--- src/rtl/muxed_bus_regs.vh ---
// Purpose: constants for the multiplexed bus and port interface
// Assumes: 13-bit address space, one internal 128-byte page
// Notes:
`ifndef MUXED_BUS_REGS_VH
`define MUXED_BUS_REGS_VH
`define OSC_DIV          3'h5
`define PH_ADDR          3'h0
`define STACK_PAGE       7'h01
`define PH_AS_HI         3'h1
`define PH_AS_LO         3'h2
`define PH_DS_HI         3'h3
`define PH_DS_LO         3'h4
`define ADR_PORTA_DATA   7'h00
`define ADR_PORTB_DATA   7'h01
`define ADR_PORTA_DIR    7'h04
`define ADR_PORTB_DIR    7'h05
`define ADR_EXT_LO_FIRST 7'h06
`define ADR_EXT_LO_LAST  7'h0F
`define INTERNAL_TOP     13'h007F
`define RAM_BASE         7'h10
`define VECTOR_BASE      13'h1FF6
`define STACK_TOP        6'h3F
`define AXI_RESP_OKAY    2'h0
`define AXI_RESP_SLVERR  2'h2
`define REG_CTRL         8'h00
`define REG_ADDR         8'h04
`define REG_WDATA        8'h08
`define REG_STATUS       8'h0C
`define REG_RDATA        8'h10
`define REG_SP           8'h14
`define CTRL_GO          0
`define CTRL_WRITE       1
`define CTRL_FETCH       2
`define CTRL_WAIT        3
`define CTRL_STOP        4
`define CTRL_IMASK       5
`define CTRL_PUSH        6
`define CTRL_PULL        7
`define CTRL_SPRST       8
`define CTRL_IACK        9
`endif

--- src/rtl/muxed_bus_interface.v ---
// Purpose: multiplexed address/data bus sequencer with two I/O ports
// Assumes: sys_clk_in is the oscillator input; bus cycle = five clocks
// Notes: a software command port over AXI4-Lite stands in for the CPU core
`include "muxed_bus_regs.vh"

module muxed_bus_interface (
	input  wire        sys_clk_in,
	input  wire        reset_n_in,
	input  wire [7:0]  s_axi_awaddr_in,
	input  wire        s_axi_awvalid_in,
	output reg         s_axi_awready_out,
	input  wire [31:0] s_axi_wdata_in,
	input  wire [3:0]  s_axi_wstrb_in,
	input  wire        s_axi_wvalid_in,
	output reg         s_axi_wready_out,
	output reg  [1:0]  s_axi_bresp_out,
	output reg         s_axi_bvalid_out,
	input  wire        s_axi_bready_in,
	input  wire [7:0]  s_axi_araddr_in,
	input  wire        s_axi_arvalid_in,
	output reg         s_axi_arready_out,
	output reg  [31:0] s_axi_rdata_out,
	output reg  [1:0]  s_axi_rresp_out,
	output reg         s_axi_rvalid_out,
	input  wire        s_axi_rready_in,
	input  wire        irq_n_in,
	output reg         address_strobe_out,
	output reg         data_strobe_out,
	output reg         read_write_n_out,
	output reg  [4:0]  upper_address_lines_out,
	input  wire [7:0]  muxed_addr_data_lines_in,
	output reg  [7:0]  muxed_addr_data_lines_out,
	output reg         muxed_addr_data_lines_oe_out,
	output reg         opcode_fetch_flag_out,
	input  wire [7:0]  port_a_pins_in,
	output reg  [7:0]  port_a_pins_out,
	output reg  [7:0]  port_a_pins_oe_out,
	input  wire [7:0]  port_b_pins_in,
	output reg  [7:0]  port_b_pins_out,
	output reg  [7:0]  port_b_pins_oe_out,
	output reg         irq_pending_out
);

	// ----------------------------------------
	// Address decode
	// ----------------------------------------
	// internal page test
	function is_internal;
		input [12:0] a;
		begin
			is_internal = (a <= `INTERNAL_TOP) &&
				!(a[6:0] >= `ADR_EXT_LO_FIRST && a[6:0] <= `ADR_EXT_LO_LAST);
		end
	endfunction

	reg  [2:0]  phase_reg;
	reg         cyc_active_reg;
	reg         cyc_write_reg;
	reg         cyc_fetch_reg;
	reg  [12:0] cyc_addr_reg;
	reg  [7:0]  cyc_wdata_reg;
	reg  [12:0] addr_reg;
	reg  [7:0]  wdata_reg;
	reg  [7:0]  rdata_reg;
	reg         write_sel_reg;
	reg         fetch_sel_reg;
	reg         go_reg;
	reg         busy_reg;
	reg         done_reg;
	reg         wait_reg;
	reg         stop_reg;
	reg         imask_reg;
	reg         irq_latch_reg;
	reg         servicing_reg;
	reg         vector_hit_reg;
	reg  [5:0]  sp_reg;
	reg  [7:0]  latch_a_reg;
	reg  [7:0]  latch_b_reg;
	reg  [7:0]  dir_a_reg;
	reg  [7:0]  dir_b_reg;
	reg  [7:0]  ram_mem [0:127];
	reg  [7:0]  int_rdata;
	reg         aw_got_reg;
	reg         w_got_reg;
	reg  [7:0]  aw_addr_reg;
	reg  [31:0] w_data_reg;
	reg  [3:0]  w_strb_reg;
	reg  [2:0]  phase_next;

	wire        idle_mode = wait_reg | stop_reg;
	wire        do_write  = aw_got_reg & w_got_reg & ~s_axi_bvalid_out;
	wire        ctrl_iack = do_write && aw_addr_reg == `REG_CTRL && w_data_reg[`CTRL_IACK];
	wire [12:0] sp_addr   = {`STACK_PAGE, sp_reg};

	// Internal read mux; per-bit latch or live pin
	always @* begin
		case (cyc_addr_reg[6:0])
			`ADR_PORTA_DATA: int_rdata = (latch_a_reg & dir_a_reg) | (port_a_pins_in & ~dir_a_reg);
			`ADR_PORTB_DATA: int_rdata = (latch_b_reg & dir_b_reg) | (port_b_pins_in & ~dir_b_reg);
			`ADR_PORTA_DIR:  int_rdata = dir_a_reg;
			`ADR_PORTB_DIR:  int_rdata = dir_b_reg;
			default:         int_rdata = ram_mem[cyc_addr_reg[6:0]];
		endcase
	end

	// ----------------------------------------
	// Bus phase counter
	// ----------------------------------------
	// divide by five
	always @* begin
		if (phase_reg == `OSC_DIV - 3'h1)
			phase_next = `PH_ADDR;
		else
			phase_next = phase_reg + 3'h1;
	end

	// ----------------------------------------
	// Bus sequencer and ports
	// ----------------------------------------
	always @(posedge sys_clk_in or negedge reset_n_in) begin
		if (!reset_n_in) begin
			phase_reg                    <= 3'h0;
			cyc_active_reg               <= 1'b0;
			cyc_write_reg                <= 1'b0;
			cyc_fetch_reg                <= 1'b0;
			cyc_addr_reg                 <= 13'h0000;
			cyc_wdata_reg                <= 8'h00;
			rdata_reg                    <= 8'h00;
			busy_reg                     <= 1'b0;
			done_reg                     <= 1'b0;
			servicing_reg                <= 1'b0;
			vector_hit_reg               <= 1'b0;
			dir_a_reg                    <= 8'h00;
			dir_b_reg                    <= 8'h00;
			address_strobe_out           <= 1'b0;
			data_strobe_out              <= 1'b0;
			read_write_n_out             <= 1'b1;
			upper_address_lines_out      <= 5'h00;
			muxed_addr_data_lines_out    <= 8'h00;
			muxed_addr_data_lines_oe_out <= 1'b0;
			opcode_fetch_flag_out        <= 1'b0;
			port_a_pins_oe_out           <= 8'h00;
			port_b_pins_oe_out           <= 8'h00;
		end else begin
			port_a_pins_oe_out <= dir_a_reg;
			port_b_pins_oe_out <= dir_b_reg;
			if (go_reg)
				busy_reg <= 1'b1;
			if (go_reg)
				done_reg <= 1'b0;
			if (idle_mode) begin
				phase_reg                    <= 3'h0;
				address_strobe_out           <= 1'b0;
				data_strobe_out              <= 1'b0;
				read_write_n_out             <= 1'b1;
				muxed_addr_data_lines_oe_out <= 1'b0;
				opcode_fetch_flag_out        <= 1'b0;
			end else begin
				phase_reg <= phase_next;
				case (phase_reg)
					`PH_ADDR: begin
						// Idle slots run as redundant opcode reads
						cyc_active_reg <= busy_reg;
						cyc_write_reg  <= busy_reg & write_sel_reg;
						cyc_fetch_reg  <= ~busy_reg | fetch_sel_reg;
						cyc_addr_reg   <= addr_reg;
						cyc_wdata_reg  <= wdata_reg;
						upper_address_lines_out      <= addr_reg[12:8];
						muxed_addr_data_lines_out    <= addr_reg[7:0];
						muxed_addr_data_lines_oe_out <= 1'b1;
					end
					`PH_AS_HI: begin
						address_strobe_out <= 1'b1;
						read_write_n_out   <= ~cyc_write_reg;
					end
					`PH_AS_LO: begin
						address_strobe_out <= 1'b0;
					end
					`PH_DS_HI: begin
						data_strobe_out <= 1'b1;
						opcode_fetch_flag_out <= cyc_fetch_reg & ~servicing_reg;
						muxed_addr_data_lines_out    <= cyc_wdata_reg;
						muxed_addr_data_lines_oe_out <= cyc_write_reg;
						if (cyc_write_reg && is_internal(cyc_addr_reg)) begin
							case (cyc_addr_reg[6:0])
								`ADR_PORTA_DIR: dir_a_reg <= cyc_wdata_reg;
								`ADR_PORTB_DIR: dir_b_reg <= cyc_wdata_reg;
								default: ;
							endcase
						end
					end
					default: begin
						data_strobe_out              <= 1'b0;
						opcode_fetch_flag_out        <= 1'b0;
						read_write_n_out             <= 1'b1;
						muxed_addr_data_lines_oe_out <= 1'b0;
						if (cyc_active_reg) begin
							if (!cyc_write_reg)
								rdata_reg <= is_internal(cyc_addr_reg) ?
									int_rdata : muxed_addr_data_lines_in;
							vector_hit_reg <= (cyc_addr_reg >= `VECTOR_BASE);
							busy_reg       <= 1'b0;
							done_reg       <= 1'b1;
							cyc_active_reg <= 1'b0;
						end
					end
				endcase
			end
			if (ctrl_iack)
				servicing_reg <= irq_pending_out;
			else if (cyc_fetch_reg && cyc_active_reg && phase_reg == `PH_DS_LO)
				servicing_reg <= 1'b0;
		end
	end

	// Port output latches and RAM have no reset
	always @(posedge sys_clk_in) begin
		if (!idle_mode && phase_reg == `PH_DS_HI && cyc_write_reg &&
			is_internal(cyc_addr_reg)) begin
			case (cyc_addr_reg[6:0])
				`ADR_PORTA_DATA: latch_a_reg <= cyc_wdata_reg;
				`ADR_PORTB_DATA: latch_b_reg <= cyc_wdata_reg;
				default: ram_mem[cyc_addr_reg[6:0]] <= cyc_wdata_reg;
			endcase
		end
		port_a_pins_out <= latch_a_reg;
		port_b_pins_out <= latch_b_reg;
	end

	// ----------------------------------------
	// Interrupt input
	// ----------------------------------------
	always @(posedge sys_clk_in or negedge reset_n_in) begin
		if (!reset_n_in) begin
			irq_latch_reg   <= 1'b0;
			irq_pending_out <= 1'b0;
		end else begin
			// level or pulse latched; set wins
			if (!irq_n_in)
				irq_latch_reg <= 1'b1;
			else if (ctrl_iack)
				irq_latch_reg <= 1'b0;
			irq_pending_out <= (irq_latch_reg | ~irq_n_in) & ~imask_reg;
		end
	end

	// ----------------------------------------
	// AXI4-Lite slave
	// ----------------------------------------
	always @(posedge sys_clk_in or negedge reset_n_in) begin
		if (!reset_n_in) begin
			s_axi_awready_out <= 1'b0;
			s_axi_wready_out  <= 1'b0;
			s_axi_bvalid_out  <= 1'b0;
			s_axi_bresp_out   <= `AXI_RESP_OKAY;
			s_axi_arready_out <= 1'b0;
			s_axi_rvalid_out  <= 1'b0;
			s_axi_rresp_out   <= `AXI_RESP_OKAY;
			s_axi_rdata_out   <= 32'h00000000;
			aw_got_reg        <= 1'b0;
			w_got_reg         <= 1'b0;
			aw_addr_reg       <= 8'h00;
			w_data_reg        <= 32'h00000000;
			w_strb_reg        <= 4'h0;
			addr_reg          <= 13'h0000;
			wdata_reg         <= 8'h00;
			write_sel_reg     <= 1'b0;
			fetch_sel_reg     <= 1'b0;
			go_reg            <= 1'b0;
			wait_reg          <= 1'b0;
			stop_reg          <= 1'b0;
			imask_reg         <= 1'b1;
			sp_reg            <= `STACK_TOP;
		end else begin
			go_reg            <= 1'b0;
			s_axi_awready_out <= ~aw_got_reg & s_axi_awvalid_in & ~s_axi_awready_out;
			s_axi_wready_out  <= ~w_got_reg & s_axi_wvalid_in & ~s_axi_wready_out;
			if (s_axi_awvalid_in && s_axi_awready_out) begin
				aw_got_reg  <= 1'b1;
				aw_addr_reg <= s_axi_awaddr_in;
			end
			if (s_axi_wvalid_in && s_axi_wready_out) begin
				w_got_reg  <= 1'b1;
				w_data_reg <= s_axi_wdata_in;
				w_strb_reg <= s_axi_wstrb_in;
			end
			if (do_write) begin
				aw_got_reg       <= 1'b0;
				w_got_reg        <= 1'b0;
				s_axi_bvalid_out <= 1'b1;
				s_axi_bresp_out  <= `AXI_RESP_OKAY;
				case (aw_addr_reg)
					`REG_CTRL: if (w_strb_reg[0] && !busy_reg) begin
						go_reg        <= w_data_reg[`CTRL_GO] | w_data_reg[`CTRL_PUSH] |
							w_data_reg[`CTRL_PULL];
						write_sel_reg <= w_data_reg[`CTRL_WRITE] | w_data_reg[`CTRL_PUSH];
						fetch_sel_reg <= w_data_reg[`CTRL_FETCH];
						wait_reg      <= w_data_reg[`CTRL_WAIT];
						stop_reg      <= w_data_reg[`CTRL_STOP];
						imask_reg     <= w_data_reg[`CTRL_IMASK];
						if (w_data_reg[`CTRL_SPRST])
							sp_reg <= `STACK_TOP;
						else if (w_data_reg[`CTRL_PUSH]) begin
							addr_reg <= sp_addr;
							sp_reg   <= sp_reg - 6'h01;
						end else if (w_data_reg[`CTRL_PULL]) begin
							addr_reg <= {`STACK_PAGE, sp_reg + 6'h01};
							sp_reg   <= sp_reg + 6'h01;
						end
					end
					`REG_ADDR:  addr_reg  <= w_data_reg[12:0];
					`REG_WDATA: wdata_reg <= w_data_reg[7:0];
					default:    s_axi_bresp_out <= `AXI_RESP_SLVERR;
				endcase
			end else if (s_axi_bvalid_out && s_axi_bready_in)
				s_axi_bvalid_out <= 1'b0;
			s_axi_arready_out <= s_axi_arvalid_in & ~s_axi_arready_out & ~s_axi_rvalid_out;
			if (s_axi_arvalid_in && s_axi_arready_out) begin
				s_axi_rvalid_out <= 1'b1;
				s_axi_rresp_out  <= `AXI_RESP_OKAY;
				case (s_axi_araddr_in)
					`REG_CTRL:   s_axi_rdata_out <= {26'h0, imask_reg, stop_reg, wait_reg,
						fetch_sel_reg, write_sel_reg, 1'b0};
					`REG_ADDR:   s_axi_rdata_out <= {19'h0, addr_reg};
					`REG_WDATA:  s_axi_rdata_out <= {24'h0, wdata_reg};
					`REG_STATUS: s_axi_rdata_out <= {27'h0, vector_hit_reg, servicing_reg,
						irq_pending_out, done_reg, busy_reg | go_reg};
					`REG_RDATA:  s_axi_rdata_out <= {24'h0, rdata_reg};
					`REG_SP:     s_axi_rdata_out <= {19'h0, sp_addr};
					default: begin
						s_axi_rdata_out <= 32'h00000000;
						s_axi_rresp_out <= `AXI_RESP_SLVERR;
					end
				endcase
			end else if (s_axi_rvalid_out && s_axi_rready_in)
				s_axi_rvalid_out <= 1'b0;
		end
	end

endmodule // muxed_bus_interface

--- config.mk ---
export PLATFORM = sky130hd
export DESIGN_NAME = muxed_bus_interface
export DESIGN_NICKNAME = d
export VERILOG_FILES = /design/src/rtl/muxed_bus_interface.v
export VERILOG_INCLUDE_DIRS = /design/src /design/src/rtl
export SDC_FILE = /design/constraint.sdc
export NUM_CORES = 1
export LEC_CHECK = 0
export BUFFER_PORTS_ARGS = -buffer_cell sky130_fd_sc_hd__buf_2
export CAP_MARGIN = 5
export CELL_PAD_IN_SITES_DETAIL_PLACEMENT = 0
export CELL_PAD_IN_SITES_GLOBAL_PLACEMENT = 1
export CORE_MARGIN = 8
export CORE_UTILIZATION = 48
export DETAILED_ROUTE_END_ITERATION = 8
export PLACE_DENSITY_LB_ADDON = 0.05
export SLEW_MARGIN = 0
export SYNTH_ARGS = -nofsm -noshare
export SYNTH_HDL_FRONTEND = slang
export SYNTH_SLANG_ARGS = --single-unit
--- constraint.sdc ---
create_clock -name sys_clk_in -period 2.5 [get_ports sys_clk_in]
set_input_delay 0.5 -clock sys_clk_in [delete_from_list [all_inputs] [get_ports sys_clk_in]]
set_output_delay 0.5 -clock sys_clk_in [all_outputs]
set_load 0.01 [all_outputs]
After elaboration in Yosys (flattened, before gate mapping)
Memories as Yosys holds them, arrays and structs flattened.
Index checks and enable logic that the tools add are counted.
Cells by class
  reduce and logical (&&, ||, !) cells: 53
  add/sub/neg operators: 3
  shifts and indexed selects: 0
  bitwise logic cells: 41
  div/mod/pow operators: 0
  $mul: 0
  order comparisons: 4
  equality and inequality tests: 21
  multiplexer cells: 53
Operators with widths (count)
  case mux 13 bit (6 select lines): 1
  2-to-1 mux 13 bit: 4
  AND 8 bit: 4
  case mux 8 bit (4 select lines): 1
  2-to-1 mux 1 bit: 31
  case mux 13 bit (2 select lines): 1
  == test 8 x 4 -> 1 bit (second input constant): 3
  2-to-1 mux 6 bit: 3
  == test 8 x 3 -> 1 bit (second input constant): 2
  == test 8 x 5 -> 1 bit (second input constant): 2
  logical AND 1 bit: 16
  logical NOT 8 bit: 2
  NOT 8 bit: 2
  bitwise OR 8 bit: 2
  case mux 8 bit (2 select lines): 1
  AND reduction 4 bit: 4
  NOT 1 bit: 15
  == test 7 x 3 -> 1 bit (second input constant): 2
  nonzero test 2 bit: 7
  greater-or-equal comparator 13 bit (second input constant): 1
  <= comparator 13 x 7 -> 1 bit (second input constant): 1
  AND reduction 2 bit: 6
  OR reduction 3 bit: 4
  AND 1 bit: 11
  other kinds (27): 49
Storage, ports and cells
  register bits after elaboration: 221
  ROM bits: 0
  output and inout port bits: 92
  bits in latches: 0
  input port bits: 84
  logic and storage cells: 226
  memories: 1
  RAM bits: 1024
Memories
  ram_mem: depth 128, bits a word 8, rd ports 1, clocked after Yosys merged registers in 0, write ports 1, RTL line muxed_bus_interface.v:81  | reg [7:0] ram_mem [0:127];

Logic depth before layout (Yosys ltp)
  depth after elaboration: 7
  gate-level depth with buffers: 12
  mapped depth without buffers: 8

Worst setup path before layout
No wires, ideal clock.
  kind: flip-flop to flip-flop
  start point: reg cyc_addr_reg[0]
  end point: mem ram_mem[68][0], enable pin
  path slack: -0.117 ns
  cell stages (with the launch flop): 10
  library setup time: 0.383 ns
  path buffers: 8
  arrival time: 2.234 ns
  clock period less this slack: 2.617 ns
  required time: 2.117 ns
  path through: dfrtp_1 buf_6 buf_6 buf_4 buf_6 buf_6 buf_2 buf_2 buf_2 nor3_1
On the way
  longest elaborated chain between the ends: 7
  elaborated cells between the ends (all ways): 13
  those cells by class: 3 x order compare; 1 x eq/ne; 3 x mux; 6 x reduce/logical
Ends and longest elaborated chain
  from (decl): RTL line muxed_bus_interface.v:60  | reg [12:0] cyc_addr_reg;
  from (signal assigned): RTL line muxed_bus_interface.v:166  | cyc_addr_reg <= addr_reg;
  greater-or-equal comparator 7 x 3 -> 1 bit (no line) or <= comparator 7 x 4 -> 1 bit (tied branches)
  logical AND 1 bit (no line)
  logical NOT 1 bit: RTL line muxed_bus_interface.v:52  | !(a[6:0] >= `ADR_EXT_LO_FIRST && a[6:0] <= `ADR_EXT_LO_LAST);
  logical AND 1 bit: RTL line muxed_bus_interface.v:51  | is_internal = (a <= `INTERNAL_TOP) &&
  logical AND 1 bit: RTL line muxed_bus_interface.v:218  | if (!idle_mode && phase_reg == `PH_DS_HI && cyc_write_reg &&
  2-to-1 mux 1 bit: RTL line muxed_bus_interface.v:218
  2-to-1 mux 1 bit (not written as such): RTL line muxed_bus_interface.v:223  | default: ram_mem[cyc_addr_reg[6:0]] <= cyc_wdata_reg;
  to (decl): RTL line muxed_bus_interface.v:81
Parallel ways exist; a longest one is shown, timed or not.

Worst setup path after layout
  start point: reg cyc_addr_reg[0]
  end point: reg rdata_reg[3]
On the way
  longest elaborated chain between the ends: 5
  elaborated cells between the ends (all ways): 13
  those cells by class: 3 x order compare; 3 x eq/ne; 2 x mux; 4 x reduce/logical; 1 x memory
Ends and longest elaborated chain
  branches (longest 4 deep; another with memory read (128 x 8 bit))
  2-to-1 mux 8 bit *: RTL line muxed_bus_interface.v:199  | rdata_reg <= is_internal(cyc_addr_reg) ?
  to (signal assigned): RTL line muxed_bus_interface.v:199
  to (decl): RTL line muxed_bus_interface.v:64  | reg [7:0] rdata_reg;
Every way passes the cells marked *.
A chain may end at the register's enable or synchronous reset.

==> impl.org <==
** Status
- Result of the run :: finished with violations
- The final reports fail on negative setup slack.

** Yosys
- After technology mapping, the gate count stands at 2669.
- Yosys mapped a number of flops with a built-in enable equal to 1008.
- Of all flip-flops after synthesis, the portion carrying an async set or reset was 13.73%.
- The cell area that synthesis handed to floorplanning was 47180 um2.
- Post-synth top area share :: 64.16%
- The most used flip-flop cell after synthesis is edfxtp_1.
- After synthesis, the cell types taking the most area are edfxtp_1 64%, dfrtp_1 8.2%, mux4_2 7.7%, mux2i_1 4.5%, mux2_2 2.5%.
- For this run, the number of Yosys warnings is 0.
- The synthesized design contains 1187 register bits.
- The largest total area in the synthesized netlist belongs to edfxtp_1.
- Sequential elements use 73.51% of the synthesized area.
- The average instance in the mapped netlist occupies 17.68 um2.
- The number of different library cells used by synthesis comes to 73.

** Finish
- Cells fill 59.94% of the core in the end.
- Max reg flops :: 992
- Of the cells placed in the final design, the portion with a size suffix greater than 1 is 34.18%.
- Final layout net count :: 3376
- Relative to the synthesized area, the layout overhead comes to 24.31%.
- Diodes inserted :: 0

** Timing
- For the pin with the worst max-slew slack, the measured transition is 1.067 ns.
- Setup slack of the critical path after layout :: -0.3936 ns
- Worst relative slew slack :: 28.86%
- Max frequency :: 345.6 MHz
- The number of max-slew violations in the final report came to 0.
- The number of endpoints with negative hold slack in the final report was 0.
- The final critical path takes up 115.7% of the cycle.
- Subtracting the final worst setup slack from the clock period gives 2.894 ns.
- Number of endpoints failing setup at the final stage :: 8
- Sum of negative setup slack :: -2.575 ns
- Setup repair after global routing could not meet its margin everywhere.
- Between clock sinks in the finished design, the worst skew comes to 0.02427 ns.

** Min path
- Hold Crit Endpoint :: aw_addr_reg[1]$_DFFE_PN0P_
- Kind of path behind the tightest hold check :: primary input to register
- Hold Path Origin :: s_axi_awaddr_in[1]
- Hold depth :: 2

** Worst setup path
- STA classifies the critical path startpoint as a register.
- Data arrival time of the critical path :: 3.48 ns
- STA classifies the critical path endpoint as a register.
- Along the worst path, the maximum fanout reaches 8.
- At the worst endpoint, the required time is 3.09 ns.
- Measured in cells, the most critical reg-to-reg path has a length of 10.
- In this run the critical register-to-register path is captured at rdata_reg[3]$_DFFE_PN0P_.
- Worst setup path class :: register to register
- The worst register-to-register path has a setup slack of -0.39 ns.
- Origin of the critical flop-to-flop path :: cyc_addr_reg[0]$_DFFE_PN0P_
- The critical path starts at cyc_addr_reg[0]$_DFFE_PN0P_.

** Die
- For this configuration, the core starts out at a cell density of 48.22%.
- Area enclosed by the die boundary :: 108600 um2
- Width of the chip :: 329.5 um
- Core region area :: 97840 um2
- Count of standard-cell rows :: 115
- Die Ht :: 329.5 um
- IO Pins :: 176

** Route
- 1st-iter DRT viols :: 1949
- Overall via count from detail_route :: 26520
- Before antenna repair, the detailed router went through 7 iterations.
- Dividing the detail-routed via count by the number of cells gives 5.673.
- Number of routed nets with antenna violations :: 0
- For this run, design rule violations remaining after detail routing come to 0.
- Final wirelength :: 123.1 mm
- Routed length per placed instance :: 26.33 um

** Global route
- Initial antenna violation count :: 2
- First-pass GRT wire length :: 181.5 mm
- Aggregate global routing overflow :: 0
- Number of global-route vias before repair :: 27540
- Entering global routing, the biggest net connects 86 pins.
- Total Routing Usage GR :: 22.52%

** Clocking
- TritonCTS clock tree :: done
- Number of sinks on the clock net :: 1187
- CTS placed an instance of clkbuf_16 at the clock tree root.
- Clk buf depth :: 3
- Clock buffer count from CTS :: 120
- The H-tree was split into 3 levels.
- The clock reaches the later pin of the worst-skew pair after 0.71 ns.
- After clock tree synthesis, the clock-pin slew on the worst setup and hold paths is 0.06 ns.

** Placement
- In this run the tool buffered the top-level ports with 132 buffer cells.
- Placer Congestion :: 0.8263
- Post-DP HPWL :: 80.48 mm
- Placement Setup Slack :: -1.060 ns

** Power and ir drop
- In this run the static leakage power is 0.02097 uW.
- IR analysis of the VDD net gives a maximum drop of 883.6 uV.
- Power spread over the standard cell area amounts to 895.0 nW/um2.

** Flow run
- Max cap viols :: 0
## layout by cell type (no fill, tap or decap), types with 11 or more instances in the layout
cell and count:
clkinv_1 27, mux2_2 96, nor2_1 111, buf_4 280, a221o_1 14, conb_1 101
a221oi_1 12, buf_2 131, o21ai_0 84, edfxtp_1 1008, a21oi_1 38, buf_6 41
dlygate4sd3_1 20, nor2_4 24, clkbuf_16 130, nand3_1 43, nor2_2 32, inv_1 16
bufinv_16 17, clkinv_2 22, nand4_1 12, clkbuf_1 21, buf_12 75, o21ai_1 11
nand2_1 117, dfxtp_1 16, o211ai_1 15, o22ai_1 13, a22oi_1 54, mux4_2 162
dfrtp_4 11, dfrtp_1 143, a21oi_2 16, a31oi_1 18, mux2i_1 205, nor3_1 16
## cells in the mapped netlist (8+ instances only)
library cell and n:
edfxtp_1 1008, mux2i_1 213, nor2_1 165, mux4_2 162, dfrtp_1 155, nand2_1 126, mux2_2 103, o21ai_0 88
clkbuf_1 75, a21oi_1 59, a22oi_1 54, nand3_1 47, buf_4 42, a31oi_1 27, buf_2 26, nor3_1 21
inv_1 17, o22ai_1 17, buf_1 16, dfxtp_1 16, buf_6 15, o211ai_1 15, a221o_1 14, a221oi_1 14
nand4_1 12, nor2b_1 12, o21a_1 10, a211oi_1 9, dfstp_2 8, mux2_1 8, o21ai_1 8
## layout make-up
class	instances	area [um2]
Fill cell	7330	39200
Sequential cell	1187	34720
Multi-Input combinational cell	1389	12710
Timing Repair Buffer	568	5416
Clock buffer	153	3303
Tap cell	1287	1610
Clock inverter	72	808.3
Inverter	19	76.32
## layer usage
| layer | track usage [%] | vias to the layer above | wire [um] |
|---|---|---|---|
| li1 | - | 11730 | - |
| met1 | 30.82 | 13960 | 52980 |
| met2 | 38.07 | 677 | 61470 |
| met3 | 3.384 | 156 | 6231 |
| met4 | 5.545 | 2 | 2392 |
| met5 | 0 | - | 12 |
## per-stage QoR
| step | cells | hold WS (ns) | cell area, um2 | total power, uW |
|---|---|---|---|---|
| floorplan | 2769 | 0.2044 | 47620 | 29800 |
| global placement | 4381 | 0.3497 | 52710 | 33220 |
| detailed placement | 4381 | 0.3503 | 52710 | 33470 |
| CTS | 4646 | 0.001155 | 57830 | 52510 |
| global route | 4675 | 0.01809 | 58650 | 54390 |
| finish | 4675 | 0.03900 | 58650 | 52490 |
## power breakdown
group          internal, uW  total [uW]  leakage [uW]  switching (uW)
Sequential            23600       24900        0.0120            1300
Clock                 11100       18500       0.00202            7490
Combinational          4210        9060       0.00699            4850
## worst max-delay path: stages (launching register included)
cell       delay [ns]
dfrtp_4          0.49
buf_6            0.15
buf_16           0.18
buf_16           0.15
mux4_2           0.51
a221o_1          0.36
a21oi_4          0.15
a21oi_4          0.07
a2111oi_4        0.43
buf_4            0.19
o21ai_1          0.05
## how the worst max path moves through the flow
stage	to	depth (start not counted)
after global placement	rdata_reg[1]$_DFFE_PN0P_	10
after detailed placement	rdata_reg[1]$_DFFE_PN0P_	9
after floorplan	ram_mem[68][0]$_DFFE_PP_	9
after CTS	rdata_reg[2]$_DFFE_PN0P_	11
after global routing	rdata_reg[4]$_DFFE_PN0P_	11
final	rdata_reg[3]$_DFFE_PN0P_	10
## timing repair
| action | 4_1_cts | 5_1_grt |
|---|---|---|
| endpoints found under the setup margin | 936 | 409 |
| gates resized for setup | 118 | 120 |
| hold buffers | 20 | 0 |
| buffers inserted | 16 | 24 |
| pin swaps | 7 | 20 |
| endpoints found under the hold margin | 64 | 0 |
| gates cloned | 4 | 5 |
## cell families after synthesis
| logic type | Yosys count | synth area share (%) |
|---|---|---|
| adder cells (fa/ha/maj) | 7 | 0.1856 |
| XOR/XNOR | 5 | 0.09284 |
| other | 1 | 0.007949 |
| multiplexers | 486 | 14.90 |
| AO/OA/AOI/OAI | 352 | 4.890 |
| AND/OR/NAND/NOR | 438 | 4.238 |
| flip-flops | 1187 | 73.51 |
| buffers and inverters | 193 | 2.177 |
No activity file was read; power rests on OpenSTA's default activity.
